## config.mk

```make
export PLATFORM = sky130hd
export DESIGN_NAME = timer_pwm_channel_logic
export DESIGN_NICKNAME = d
export VERILOG_FILES = /design/src/core/tick_prescaler.v /design/src/core/chan_pin_logic.v /design/src/core/timer_pwm_channel_logic.v
export VERILOG_INCLUDE_DIRS = /design/src /design/src/core
export SDC_FILE = /design/constraint.sdc
export NUM_CORES = 1
export LEC_CHECK = 0
export ABC_AREA = 0
export BUFFER_PORTS_ARGS = -buffer_cell sky130_fd_sc_hd__buf_2
export CORE_MARGIN = 2
export CORE_UTILIZATION = 27
export DETAILED_ROUTE_END_ITERATION = 10
export HOLD_SLACK_MARGIN = 0.05
export PLACE_DENSITY_LB_ADDON = 0.15
export SYNTH_ARGS = -nofsm -noshare
export SYNTH_HDL_FRONTEND = slang
export SYNTH_SLANG_ARGS = --single-unit
```

## constraint.sdc

```tcl
create_clock -name clk_sys -period 3 [get_ports clk_sys]
set_clock_uncertainty 0.2 [all_clocks]
set_input_delay 0.45 -clock clk_sys [delete_from_list [all_inputs] [get_ports clk_sys]]
set_output_delay 0.45 -clock clk_sys [all_outputs]
set_load 0.03 [all_outputs]
```

## src/core/timer_pwm_regs.vh

```
// timer_pwm_regs.vh: constants for the timer pwm channel logic
// assumes inclusion by bare name from the core/ design files
`ifndef TIMER_PWM_REGS_VH
`define TIMER_PWM_REGS_VH

// counter and value width
`define CNT_W 16
// modulo register comes out of reset at all ones
`define MOD_RESET 16'hFFFF
`define CNT_RESET 16'h0000
// prescaler width covers divide by 64
`define DIV_W 6
`define DIV_RESET 6'h00
// divider code that yields no tick at all
`define DIV_NONE 3'h7
// edge/level codes for output compare
`define ELS_OFF 2'h0
`define ELS_TOGGLE 2'h1
`define ELS_CLEAR 2'h2
`define ELS_SET 2'h3
// flag vector positions
`define FLG_ROLL 0
`define FLG_CH0 1
`define FLG_CH1 2
`define FLG_N 3

`endif

```

## src/core/tick_prescaler.v

```verilog
// tick_prescaler: divides the bus clock into timer ticks
// assumes div_sel and clear come from logic on clk_sys
`timescale 1ns/1ps
`default_nettype none
`include "timer_pwm_regs.vh"

module tick_prescaler
(
	input  wire       clk_sys,
	input  wire       reset_n,
	input  wire       run,
	input  wire       clear,
	input  wire [2:0] div_sel,
	output wire       tick
);

	reg  [`DIV_W-1:0] div_reg;
	wire [`DIV_W-1:0] mask;

	// mask of low bits that must all be one for a tick
	assign mask = ~({`DIV_W{1'b1}} << div_sel);

	// code 7 is unavailable: it must never tick
	assign tick = run && (div_sel != `DIV_NONE) &&
		((div_reg & mask) == mask);

	// free divider, zeroed together with the counter
	always @(posedge clk_sys or negedge reset_n)
	begin
		if (!reset_n)
			div_reg <= `DIV_RESET;
		else if (clear)
			div_reg <= `DIV_RESET;
		else if (run)
			div_reg <= div_reg + 6'h01;
	end

endmodule
`default_nettype wire

```

## src/core/chan_pin_logic.v

```verilog
// chan_pin_logic: registered pin level of one compare channel
// assumes rollover and compare events are one-cycle tick pulses
`timescale 1ns/1ps
`default_nettype none
`include "timer_pwm_regs.vh"

module chan_pin_logic
(
	input  wire       clk_sys,
	input  wire       reset_n,
	input  wire       rollover_ev,
	input  wire       compare_ev,
	input  wire [1:0] els,
	input  wire       mode_sel,
	input  wire       tov,
	input  wire       full_duty,
	output reg        pin_reg
);

	reg pin_next;

	// rollover first, compare after, so compare wins a tie
	always @*
	begin
		pin_next = pin_reg;
		if (els == `ELS_OFF)
			pin_next = ~mode_sel; // initial level select
		else if (mode_sel)
		begin
			// rollover restores the pulse level
			if (rollover_ev && tov)
			begin
				if (els == `ELS_TOGGLE)
					pin_next = ~pin_reg;
				else
					pin_next = ~els[0];
			end
			// full duty with rollover toggle masks the compare, pin stays at pulse level
			if (compare_ev && !(full_duty && tov))
			begin
				if (els == `ELS_TOGGLE)
					pin_next = ~pin_next;
				else
					pin_next = els[0];
			end
		end
	end

	// pin level is always a flip-flop, never a gate
	always @(posedge clk_sys or negedge reset_n)
	begin
		if (!reset_n)
			pin_reg <= 1'b0;
		else
			pin_reg <= pin_next;
	end

endmodule
`default_nettype wire

```

## src/core/timer_pwm_channel_logic.v

```verilog
// timer_pwm_channel_logic: 16-bit timer with two pwm channels
// assumes control ports come from cpu-side logic on clk_sys;
// flag clears arrive as read and write-zero strobes.
//
// Contract
// - toggle pin at rollover when enabled
// - period is modulo plus one ticks
// - compare value sets the pulse width
// - unbuffered value write takes effect immediately
// - link bit pairs channels onto pin zero
// - rollover switches to last written value
// - linked mode frees channel one pin
// - no rollover toggle gives zero duty
// - full duty plus toggle gives 100 percent
// - rollover flag, interrupt only when enabled
// - channel flag, interrupt only when enabled
// - wait keeps counting, blocks register access
// - stop freezes counter and keeps state
// - break freezes the counter
// - break clears flags only when enabled
// - armed clear survives protected break
// - read-then-write-zero clear, set wins
// - divider select, code seven unavailable
// - counter clear zeroes counter and prescaler
// - restart from zero after modulo
`timescale 1ns/1ps
`default_nettype none
`include "timer_pwm_regs.vh"

module timer_pwm_channel_logic
#(
	parameter CW = `CNT_W
)
(
	input  wire          clk_sys,
	input  wire          reset_n,
	input  wire          counter_halt_bit,
	input  wire          counter_clear_bit,
	input  wire [2:0]    tick_divider_sel,
	input  wire          modulo_wr,
	input  wire [CW-1:0] modulo_wdata,
	input  wire          chan0_value_wr,
	input  wire          chan1_value_wr,
	input  wire [CW-1:0] value_wdata,
	input  wire          buffer_link_sel,
	input  wire [1:0]    chan_mode_sel,
	input  wire [1:0]    edge_level_sel_hi,
	input  wire [1:0]    edge_level_sel_lo,
	input  wire [1:0]    toggle_on_rollover,
	input  wire [1:0]    full_duty_sel,
	input  wire          rollover_irq_en,
	input  wire [1:0]    chan_irq_en,
	input  wire          timer_stat_rd,
	input  wire          rollover_flag_wr0,
	input  wire [1:0]    chan_stat_rd,
	input  wire [1:0]    chan_flag_wr0,
	input  wire          wait_active,
	input  wire          stop_active,
	input  wire          break_active,
	input  wire          break_clear_enable,
	output reg  [CW-1:0] counter_reg,
	output reg  [CW-1:0] modulo_reg,
	output reg  [CW-1:0] chan0_value_reg,
	output reg  [CW-1:0] chan1_value_reg,
	output reg           active_chan_reg,
	output wire          rollover_flag,
	output wire [1:0]    chan_event_flag,
	output reg           rollover_irq_reg,
	output reg  [1:0]    chan_irq_reg,
	output reg           wake_req_reg,
	output wire          chan0_pin,
	output wire          chan1_pin,
	output reg           chan1_pin_en_reg
);

	wire          run;
	wire          tick;
	wire [CW-1:0] count_inc;
	wire          roll_ev;
	wire [CW-1:0] count_after;
	wire [CW-1:0] cmp0_val;
	wire [1:0]    els0;
	wire [1:0]    els1;
	wire          oc0;
	wire          oc1;
	wire          cmp_ev0;
	wire          cmp_ev1;
	wire          acc_ok;
	wire [`FLG_N-1:0] flag_set;
	wire [`FLG_N-1:0] flag_rd;
	wire [`FLG_N-1:0] flag_wr0;
	reg  [`FLG_N-1:0] flag_reg;
	reg  [`FLG_N-1:0] flag_next;
	reg  [`FLG_N-1:0] armed_reg;
	reg  [`FLG_N-1:0] armed_next;
	reg               pending_reg;
	reg               pending_next;
	reg               active_next;
	reg  [CW-1:0]     counter_next;

	// counting stops for halt, stop state and break; wait keeps it
	assign run = !counter_halt_bit && !stop_active &&
		!break_active;

	tick_prescaler u_prescaler
	(
		.clk_sys (clk_sys),
		.reset_n (reset_n),
		.run     (run),
		.clear   (counter_clear_bit),
		.div_sel (tick_divider_sel),
		.tick    (tick)
	);

	assign count_inc = counter_reg + 16'h0001;

	// rollover on the tick that finds the counter at modulo
	assign roll_ev = tick && !counter_clear_bit &&
		(counter_reg == modulo_reg);

	// value the counter holds after this tick
	assign count_after = roll_ev ? `CNT_RESET : count_inc;

	// counter register, cleared by the clear pulse
	always @*
	begin
		counter_next = counter_reg;
		if (counter_clear_bit)
			counter_next = `CNT_RESET;
		else if (tick)
			counter_next = count_after;
	end

	always @(posedge clk_sys or negedge reset_n)
	begin
		if (!reset_n)
			counter_reg <= `CNT_RESET;
		else
			counter_reg <= counter_next;
	end

	// modulo register; software resets the counter before writing
	always @(posedge clk_sys or negedge reset_n)
	begin
		if (!reset_n)
			modulo_reg <= `MOD_RESET;
		else if (modulo_wr && !wait_active)
			modulo_reg <= modulo_wdata;
	end

	// value registers: a plain write takes effect at once
	always @(posedge clk_sys or negedge reset_n)
	begin
		if (!reset_n)
		begin
			chan0_value_reg <= `CNT_RESET;
			chan1_value_reg <= `CNT_RESET;
		end
		else if (!wait_active)
		begin
			if (chan0_value_wr)
				chan0_value_reg <= value_wdata;
			if (chan1_value_wr)
				chan1_value_reg <= value_wdata;
		end
	end

	// buffered pairing: remember the last written value register
	always @*
	begin
		pending_next = pending_reg;
		active_next = active_chan_reg;
		if (!buffer_link_sel)
		begin
			// unlinked: channel 0 owns its pin again
			pending_next = 1'b0;
			active_next = 1'b0;
		end
		else
		begin
			if (!wait_active && chan1_value_wr)
				pending_next = 1'b1;
			else if (!wait_active && chan0_value_wr)
				pending_next = 1'b0;
			// switch only at a period boundary
			if (roll_ev)
				active_next = pending_next;
		end
	end

	always @(posedge clk_sys or negedge reset_n)
	begin
		if (!reset_n)
		begin
			pending_reg <= 1'b0;
			active_chan_reg <= 1'b0;
		end
		else
		begin
			pending_reg <= pending_next;
			active_chan_reg <= active_next;
		end
	end

	// linked pin 0 compares against whichever register is active
	assign cmp0_val = (buffer_link_sel && active_chan_reg) ?
		chan1_value_reg : chan0_value_reg;

	assign els0 = {edge_level_sel_hi[0], edge_level_sel_lo[0]};
	assign els1 = {edge_level_sel_hi[1], edge_level_sel_lo[1]};

	// output compare mode needs a level code and the mode bit, or on channel 0 the link bit
	assign oc0 = (els0 != `ELS_OFF) &&
		(chan_mode_sel[0] || buffer_link_sel);
	assign oc1 = (els1 != `ELS_OFF) && chan_mode_sel[1] &&
		!buffer_link_sel;

	// compare looks at the count the tick is about to produce
	assign cmp_ev0 = tick && !counter_clear_bit && oc0 &&
		(count_after == cmp0_val);
	assign cmp_ev1 = tick && !counter_clear_bit && oc1 &&
		(count_after == chan1_value_reg);

	// pin logic for each channel
	chan_pin_logic u_pin0
	(
		.clk_sys     (clk_sys),
		.reset_n     (reset_n),
		.rollover_ev (roll_ev && oc0),
		.compare_ev  (cmp_ev0),
		.els         (els0),
		.mode_sel    (chan_mode_sel[0] || buffer_link_sel),
		.tov         (toggle_on_rollover[0]),
		.full_duty   (full_duty_sel[0]),
		.pin_reg     (chan0_pin)
	);

	chan_pin_logic u_pin1
	(
		.clk_sys     (clk_sys),
		.reset_n     (reset_n),
		.rollover_ev (roll_ev && oc1),
		.compare_ev  (cmp_ev1),
		.els         (els1),
		.mode_sel    (chan_mode_sel[1]),
		.tov         (toggle_on_rollover[1]),
		.full_duty   (full_duty_sel[1]),
		.pin_reg     (chan1_pin)
	);

	// channel 1 pin goes back to general i/o while linked
	always @(posedge clk_sys or negedge reset_n)
	begin
		if (!reset_n)
			chan1_pin_en_reg <= 1'b0;
		else
			chan1_pin_en_reg <= !buffer_link_sel &&
				(els1 != `ELS_OFF);
	end

	// flag access is blocked in wait and in protected break
	assign acc_ok = !wait_active &&
		(!break_active || break_clear_enable);

	assign flag_set = {cmp_ev1, cmp_ev0, roll_ev};
	assign flag_rd = {chan_stat_rd, timer_stat_rd};
	assign flag_wr0 = {chan_flag_wr0, rollover_flag_wr0};

	// two-step clear per flag; a new set cancels an armed clear
	genvar gi;
	generate
		for (gi = 0; gi < `FLG_N; gi = gi + 1)
		begin : g_flag
			always @*
			begin
				flag_next[gi] = flag_reg[gi];
				armed_next[gi] = armed_reg[gi];
				if (flag_set[gi])
				begin
					flag_next[gi] = 1'b1;
					armed_next[gi] = 1'b0;
				end
				else if (acc_ok)
				begin
					// write of zero finishes an armed clear
					if (flag_wr0[gi] && armed_reg[gi])
						flag_next[gi] = 1'b0;
					if (flag_wr0[gi])
						armed_next[gi] = 1'b0;
					else if (flag_rd[gi] && flag_reg[gi])
						armed_next[gi] = 1'b1;
				end
				// protected break leaves flag and arm untouched
			end

			always @(posedge clk_sys or negedge reset_n)
			begin
				if (!reset_n)
				begin
					flag_reg[gi] <= 1'b0;
					armed_reg[gi] <= 1'b0;
				end
				else
				begin
					flag_reg[gi] <= flag_next[gi];
					armed_reg[gi] <= armed_next[gi];
				end
			end
		end
	endgenerate

	assign rollover_flag = flag_reg[`FLG_ROLL];
	assign chan_event_flag = flag_reg[`FLG_CH1:`FLG_CH0];

	// requests follow the flags gated by their enables
	always @(posedge clk_sys or negedge reset_n)
	begin
		if (!reset_n)
		begin
			rollover_irq_reg <= 1'b0;
			chan_irq_reg <= 2'h0;
			wake_req_reg <= 1'b0;
		end
		else
		begin
			rollover_irq_reg <= flag_next[`FLG_ROLL] &&
				rollover_irq_en;
			chan_irq_reg <= flag_next[`FLG_CH1:`FLG_CH0] &
				chan_irq_en;
			// any enabled request ends wait state
			wake_req_reg <= (flag_next[`FLG_ROLL] &&
				rollover_irq_en) ||
				|(flag_next[`FLG_CH1:`FLG_CH0] &
				chan_irq_en);
		end
	end

endmodule
`default_nettype wire

```

==> run_results.csv, run 1 <==
group,metric,value,unit
synthesis,yosysWarnings,0,
die,die_x,144,um
synthesis,syn_inst,522,
synthesis,synth_edf_count,0,
placement,dp_slack,-0.354,ns
drt,wire_per_inst,17.5,um
sta,rsz0062_at_grt,"true",
sta,totalNegativeSetupSlack,-0.319,ns
synthesis,synthFlopType,"dfrtp_1",
power,clockPowerShare,30.9,%
global_routing,antenna_found_initial,0,
drt,wl_met3,893,um
power,p_sw,1.13,mW
power,vdd_drop_max,251,uV
synthesis,ys_seq_area_share,40.5,%
drt,route.met2.wl,8.86,mm
sta,slew_violations,0,
sta,max_freq,320,MHz
drt,viasPerCell,4.85,
worst_setup_path,cp.arrival,3.21,ns
cts,clock_path_buffers,2,
die,rows,51,
drt,postRouteAntennaNets,0,
synthesis,synth-async-reset-ratio,100,%
layout,seq_area,2160,sq um
drt,wl,18.4,mm
drt,highest_layer,"met4",
global_routing,grt_pass1_vias,5244,
sta,fin_ws,-0.129,ns
layout,drive_above_1_share,54.1,%
power,swShare,33.2,%
worst_setup_path,cp-start-kind,"register",
synthesis,synth_area,5300,sq um
cts,cts_tree,"yes",
cts,cts.clk_slew.worst_paths,0.06,ns
cts,cts_made_buffers,9,
power,p_comb_share,27.6,%
status,failed_checks,"setup timing",
die,die_h,144,um
power,seq_power_share,41.4,%
global_routing,grt_pass1_wl,28.2,mm
global_routing,overflow,0,
drt,drt-met1-wl,8.28,mm
sta,finalHoldViolations,0,
die,core_area,19300,sq um
die,die_area,20800,sq um
synthesis,ys_types,74,
layout,area_delta_synth_final,47.4,%
power,leakage,3.53,nW
worst_setup_path,reg2reg_depth,13,
worst_setup_path,critPathKind,"reg2reg",
sta,min_period_over_period,104,%
synthesis,ys_ff_latch,85,
cts,htree_levels,3,
drt,drt_pass1_iterations,4,
layout,multiInputGateArea,3210,sq um
flow_run,drv_cap,0,
worst_setup_path,path_max_fanout,7,
cts,cts_sinks,85,
layout,diodes,0,
die,ios,141,
placement,portBuffers,140,
sta,final-setup-viol-count,3,
worst_setup_path,worstPathRequired,3.08,ns
sta,max_slew.worst_pin.slew,0.941,ns
global_routing,grt_use_total,17.9,%
die,start_util,27.4,%
power,power.internal,2.27,mW
drt,via_count,5098,
drt,drtIter0Drc,193,
sta,period_needed,3.13,ns
layout,fin_nets,849,
sta,relSlewSlack,37.3,%
global_routing,grt_start_max_net_pins,71,
drt,route.detailed.drc,0,
power,power.density,435,nW/um^2
min_path,hold_class,"in2async",
placement,gp_congestion,0.829,
layout,nFillCells,1970,
placement,hpwl,14.3,mm
cts,cts-root-buf,"clkbuf_16",
cts,insertion_delay,0.36,ns
synthesis,syn_nets,590,
status,status,"complete, but fails checks",
worst_setup_path,critPathCaptureType,"register",
synthesis,syn-mean-instance-area,10.1,sq um
cell usage in the layout, fill, tap and decap left out, drive strengths merged, types with 15 or more instances in the layout:
cell type	Yosys	layout
nor2	35	35
dfrtp	69	69
buf	20	278
mux2i	15	15
a21oi	25	25
nand2	35	35
o21ai	24	24
dfstp	16	16
xnor2	30	30
mux2	48	48
cells by family (layout without fill, tap and decap cells):
| family | count (synthesis) | after routing | synth area share [%] |
|---|---|---|---|
| fa+ha+maj | 2 | 2 | 0.472 |
| compound gates | 115 | 115 | 15.5 |
| buf+inv | 39 | 303 | 3.33 |
| simple gates | 175 | 175 | 18.7 |
| xor+xnor | 43 | 43 | 8.43 |
| flops | 85 | 85 | 40.5 |
| mux | 63 | 63 | 13.0 |
cell usage after synthesis, drive strengths merged, types with 5 or more instances:
cell,number,area (sq um)
and2,8,55.1
nand2,35,139
xnor2,30,263
buf,20,105
inv,9,33.8
a31oi,6,37.5
xor2,8,70.1
a211oi,7,52.6
nor4,6,37.5
mux2i,15,150
nor2b,9,56.3
o211ai,6,45.0
nand3,14,82.6
a2111oi,6,90.1
o31ai,7,62.6
nand2b,6,37.5
nand4,12,81.3
o21ai,24,124
clkbuf,10,37.5
nor2,35,131
dfrtp,69,1730
mux2,48,541
dfstp,16,420
and3,5,31.3
a21oi,25,129
and4,9,81.3
nor3,14,81.3
per-layer routing:
layer | vias up | GRT usage (%)
met4 | 0 | 5.78
met2 | 125 | 29.9
met3 | 19 | 3.94
met1 | 2497 | 23.1
li1 | 2457 | -
met5 | - | 0
metrics by stage:
| step | util [%] | cell area, sq um | instances | total power [mW] | hold WS, ns |
|---|---|---|---|---|---|
| after global routing | 40.4 | 7810 | 1051 | 3.57 | 0.0875 |
| after CTS | 39.9 | 7710 | 1047 | 3.43 | 0.0746 |
| after global placement | 37.4 | 7230 | 1024 | 2.34 | 0.317 |
| final | 40.4 | 7810 | 1051 | 3.39 | 0.0295 |
| after detailed placement | 37.4 | 7230 | 1024 | 2.35 | 0.323 |
| after floorplan | - | 5400 | 522 | 1.94 | -0.0456 |
critical path: stages, from the launching register on:
cell and delay (ns):
dfstp_2 0.55, xnor2_1 0.12, nand4_1 0.19, nor4_2 0.30
buf_4 0.18, buf_6 0.14, o21a_1 0.13, o22ai_1 0.09
a2111oi_1 0.42, nand4_1 0.17, buf_6 0.17, nor3_1 0.22
a211oi_2 0.07, nand4_1 0.10
what timing repair did:
action / 4_1_cts / 5_1_grt
resized for setup: 31 / 17
buffers inserted: 7 / 4
pin swaps: 15 / 3
hold buffers: 0 / 0
endpoints found under the setup margin: 3 / 6
area by class of cell:
type	count	area share, %
Tap cell	265	4.25
Multi-Input combinational cell	398	41.2
Inverter	9	0.433
Clock buffer	12	3.16
Clock inverter	4	0.305
Timing Repair Buffer	278	23.0
Sequential cell	85	27.7
power by group through the flow:
stage	Clock (mW)	Sequential [mW]	Combinational, mW
floorplan	0	1.64	0.303
global placement	0	1.42	0.919
detailed placement	0	1.43	0.927
CTS	1.09	1.41	0.939
global route	1.14	1.42	1.01
finish	1.05	1.41	0.938
final timing paths:
path                                          from                     end  slack (ns)
worst min register to register  chan0_value_reg[4]      chan0_value_reg[4]        0.33
worst max register to register      modulo_reg[13]          u_pin0.pin_reg       -0.13
worst min-delay path                       reset_n  u_prescaler.div_reg[4]        0.03
worst max-delay path                modulo_reg[13]          u_pin0.pin_reg       -0.13
max in group asynchronous                  reset_n          modulo_reg[14]        1.72
min in group clk_sys              chan_flag_wr0[0]            armed_reg[1]        0.09
Power figures use the tool's default switching activity.
==> run 2: changes to the inputs <==
--- a/config.mk
+++ b/config.mk
@@ -12,7 +12,6 @@
 export CORE_UTILIZATION = 27
 export DETAILED_ROUTE_END_ITERATION = 10
 export HOLD_SLACK_MARGIN = 0.05
-export PLACE_DENSITY_LB_ADDON = 0.15
 export SYNTH_ARGS = -nofsm -noshare
 export SYNTH_HDL_FRONTEND = slang
 export SYNTH_SLANG_ARGS = --single-unit
==> run_results.csv, run 2 (synthesized netlist as in run 1, its figures left out) <==
group,metric,value,unit
drt,drt-met1-wl,8.14,mm
cts,insertion_delay,0.35,ns
global_routing,overflow,0,
layout,layout_common_cells,"139 x buf_2, 125 x buf_4, 55 x dfrtp_1, 48 x mux2_2, 34 x nor2_1",
worst_setup_path,cp.arrival,3.13,ns
layout,instances_no_fill,1048,
sta,totalNegativeSetupSlack,-0.209,ns
placement,dp_slack,-0.365,ns
layout,mostFrequentLayoutCell,"buf_2",
drt,highest_layer,"met4",
die,ios,141,
layout,drive_above_1_share,55.3,%
global_routing,grt_start_max_net_pins,49,
layout,diodes,0,
power,swShare,31.7,%
drt,viasPerCell,4.80,
worst_setup_path,reg2reg_slack,-0.11,ns
drt,drt_pass1_iterations,5,
cts,cts.clk_slew.worst_paths,0.07,ns
worst_setup_path,cp_top_family,"simple AND/OR/NAND/NOR gates",
min_path,holdPathEnd,"armed_reg[0]",
cts,clock_path_buffers,2,
status,status,"complete, but fails checks",
layout,multiInputGateArea,3290,sq um
cts,cts_tree,"yes",
worst_setup_path,reg2reg_depth,11,
status,failed_checks,"setup timing",
die,start_util,27.4,%
global_routing,grt_pass1_wl,26.6,mm
sta,rsz0062_at_grt,"true",
placement,hpwl,13.6,mm
die,core_area,19300,sq um
power,seq_power_share,39.7,%
worst_setup_path,r2r-start,"counter_reg[1]",
die,die_x,144,um
global_routing,antenna_found_initial,0,
layout,seq_area,2160,sq um
sta,final-setup-viol-count,3,
die,die_h,144,um
power,p_comb_share,26.3,%
sta,relSlewSlack,56.3,%
sta,max_slew.worst_pin.slew,0.656,ns
worst_setup_path,worstPathCellList,"buf_6 > and4_4 > nand3_4 > or4_4 > a21oi_4 > a21oi_1 > o2111a_1 > and3b_2 > a21o_1 > and2_4 > or3_1",
drt,drtIter0Drc,255,
sta,max_freq,322,MHz
power,vdd_drop_max,285,uV
sta,min_period_over_period,104,%
global_routing,grt_use_total,16.9,%
cts,cts_sinks,85,
sta,slew_violations,0,
power,p_total,3.55,mW
power,p_sw,1.13,mW
layout,fin_nets,846,
min_path,worstHoldPathCells,2,
worst_setup_path,critPathCaptureType,"register",
worst_setup_path,cp_num_buf_inv,1,
drt,wl_met3,827,um
layout,nFillCells,1898,
cts,cts-root-buf,"clkbuf_16",
drt,route.detailed.drc,0,
worst_setup_path,path_max_fanout,6,
die,rows,51,
worst_setup_path,worstPathRequired,3.03,ns
sta,period_needed,3.11,ns
drt,route.met2.wl,8.33,mm
drt,via_count,5031,
worst_setup_path,critPathMaxStageDelay,0.48,ns
power,power.internal,2.43,mW
worst_setup_path,critPathKind,"reg2reg",
placement,gp_congestion,0.869,
layout,area_delta_synth_final,50.0,%
worst_setup_path,cp-start-kind,"register",
min_path,hp-start,"rollover_flag_wr0",
sta,hold_slack,0.0864,ns
global_routing,grt_pass1_vias,4798,
cts,htree_levels,3,
die,die_area,20800,sq um
cts,cts_made_buffers,9,
worst_setup_path,rr_endpoint,"wake_req_reg",
placement,dp_cells,1014,
power,power.density,447,nW/um^2
drt,wire_per_inst,16.8,um
min_path,hold_class,"in2reg",
sta,finalHoldViolations,0,
placement,portBuffers,140,
drt,wl,17.6,mm
drt,postRouteAntennaNets,0,
worst_setup_path,slowest_stage,"or4_4",
sta,fin_ws,-0.106,ns
power,clockPowerShare,34.0,%
power,leakage,3.58,nW
flow_run,drv_cap,0,
run 2: cell types whose count changed in the layout (fill, tap and decap cells not counted), moves of 2 or more:
| cell | change |
|---|---|
| buf_4 | -4 |
| a2111oi_1 | -2 |
| a21oi_2 | -2 |
| buf_8 | +2 |
| buf_6 | -4 |
| xnor2_1 | -3 |
| xor2_2 | +3 |
| xor2_1 | -2 |
| a2111oi_2 | +2 |
| a21oi_4 | +2 |
| clkbuf_16 | +2 |
| xnor2_2 | +3 |
run 2: final cells by class:
class                   count  area share, %
clock buffers              13           3.54
flip-flops and latches     85           27.2
inverters                   9          0.425
well taps                 265           4.17
multi-input cells         398           41.4
clock inverters             3          0.504
repair buffers            275           22.7
run 2: repair_timing:
item	in CTS	in global routing
pin swaps	15	25
setup buffers	9	7
cloned	0	1
resized for setup	33	28
hold buffers	1	0
endpoints found under the hold margin	31	0
setup endpoints to repair	4	6
run 2: metrics by stage:
step	instance area, sq um	util [%]
2_1_floorplan	5400	-
3_3_place_gp	7170	37.1
3_5_place_dp	7170	37.1
4_1_cts	7720	39.9
5_1_grt	7950	41.1
6_report	7950	41.1
run 2: power by group through the flow:
stage                     clock network [mW]  logic [mW]  registers [mW]
after floorplan                            0       0.303            1.64
after detailed placement                   0       0.912            1.43
after global placement                     0       0.905            1.43
after global routing                    1.28       0.998            1.43
after CTS                               1.24       0.924            1.41
final                                   1.21       0.933            1.41
run 2: worst max path at each step:
stage,from,end,cells past startpoint
6_report,counter_reg[1],wake_req_reg,11
5_1_grt,counter_reg[1],u_pin1.pin_reg,12
4_1_cts,counter_reg[1],wake_req_reg,11
3_5_place_dp,tick_divider_sel[0],u_pin0.pin_reg,11
3_3_place_gp,tick_divider_sel[0],u_pin1.pin_reg,12
2_1_floorplan,counter_reg[1],u_pin1.pin_reg,13
run 2: metal layers:
layer  vias to the layer above  global-route usage (%)
met2                       131                    27.7
li1                       2447                       -
met1                      2437                    23.1
met4                         0                    4.59
met3                        16                    2.85
met5                         -                       0
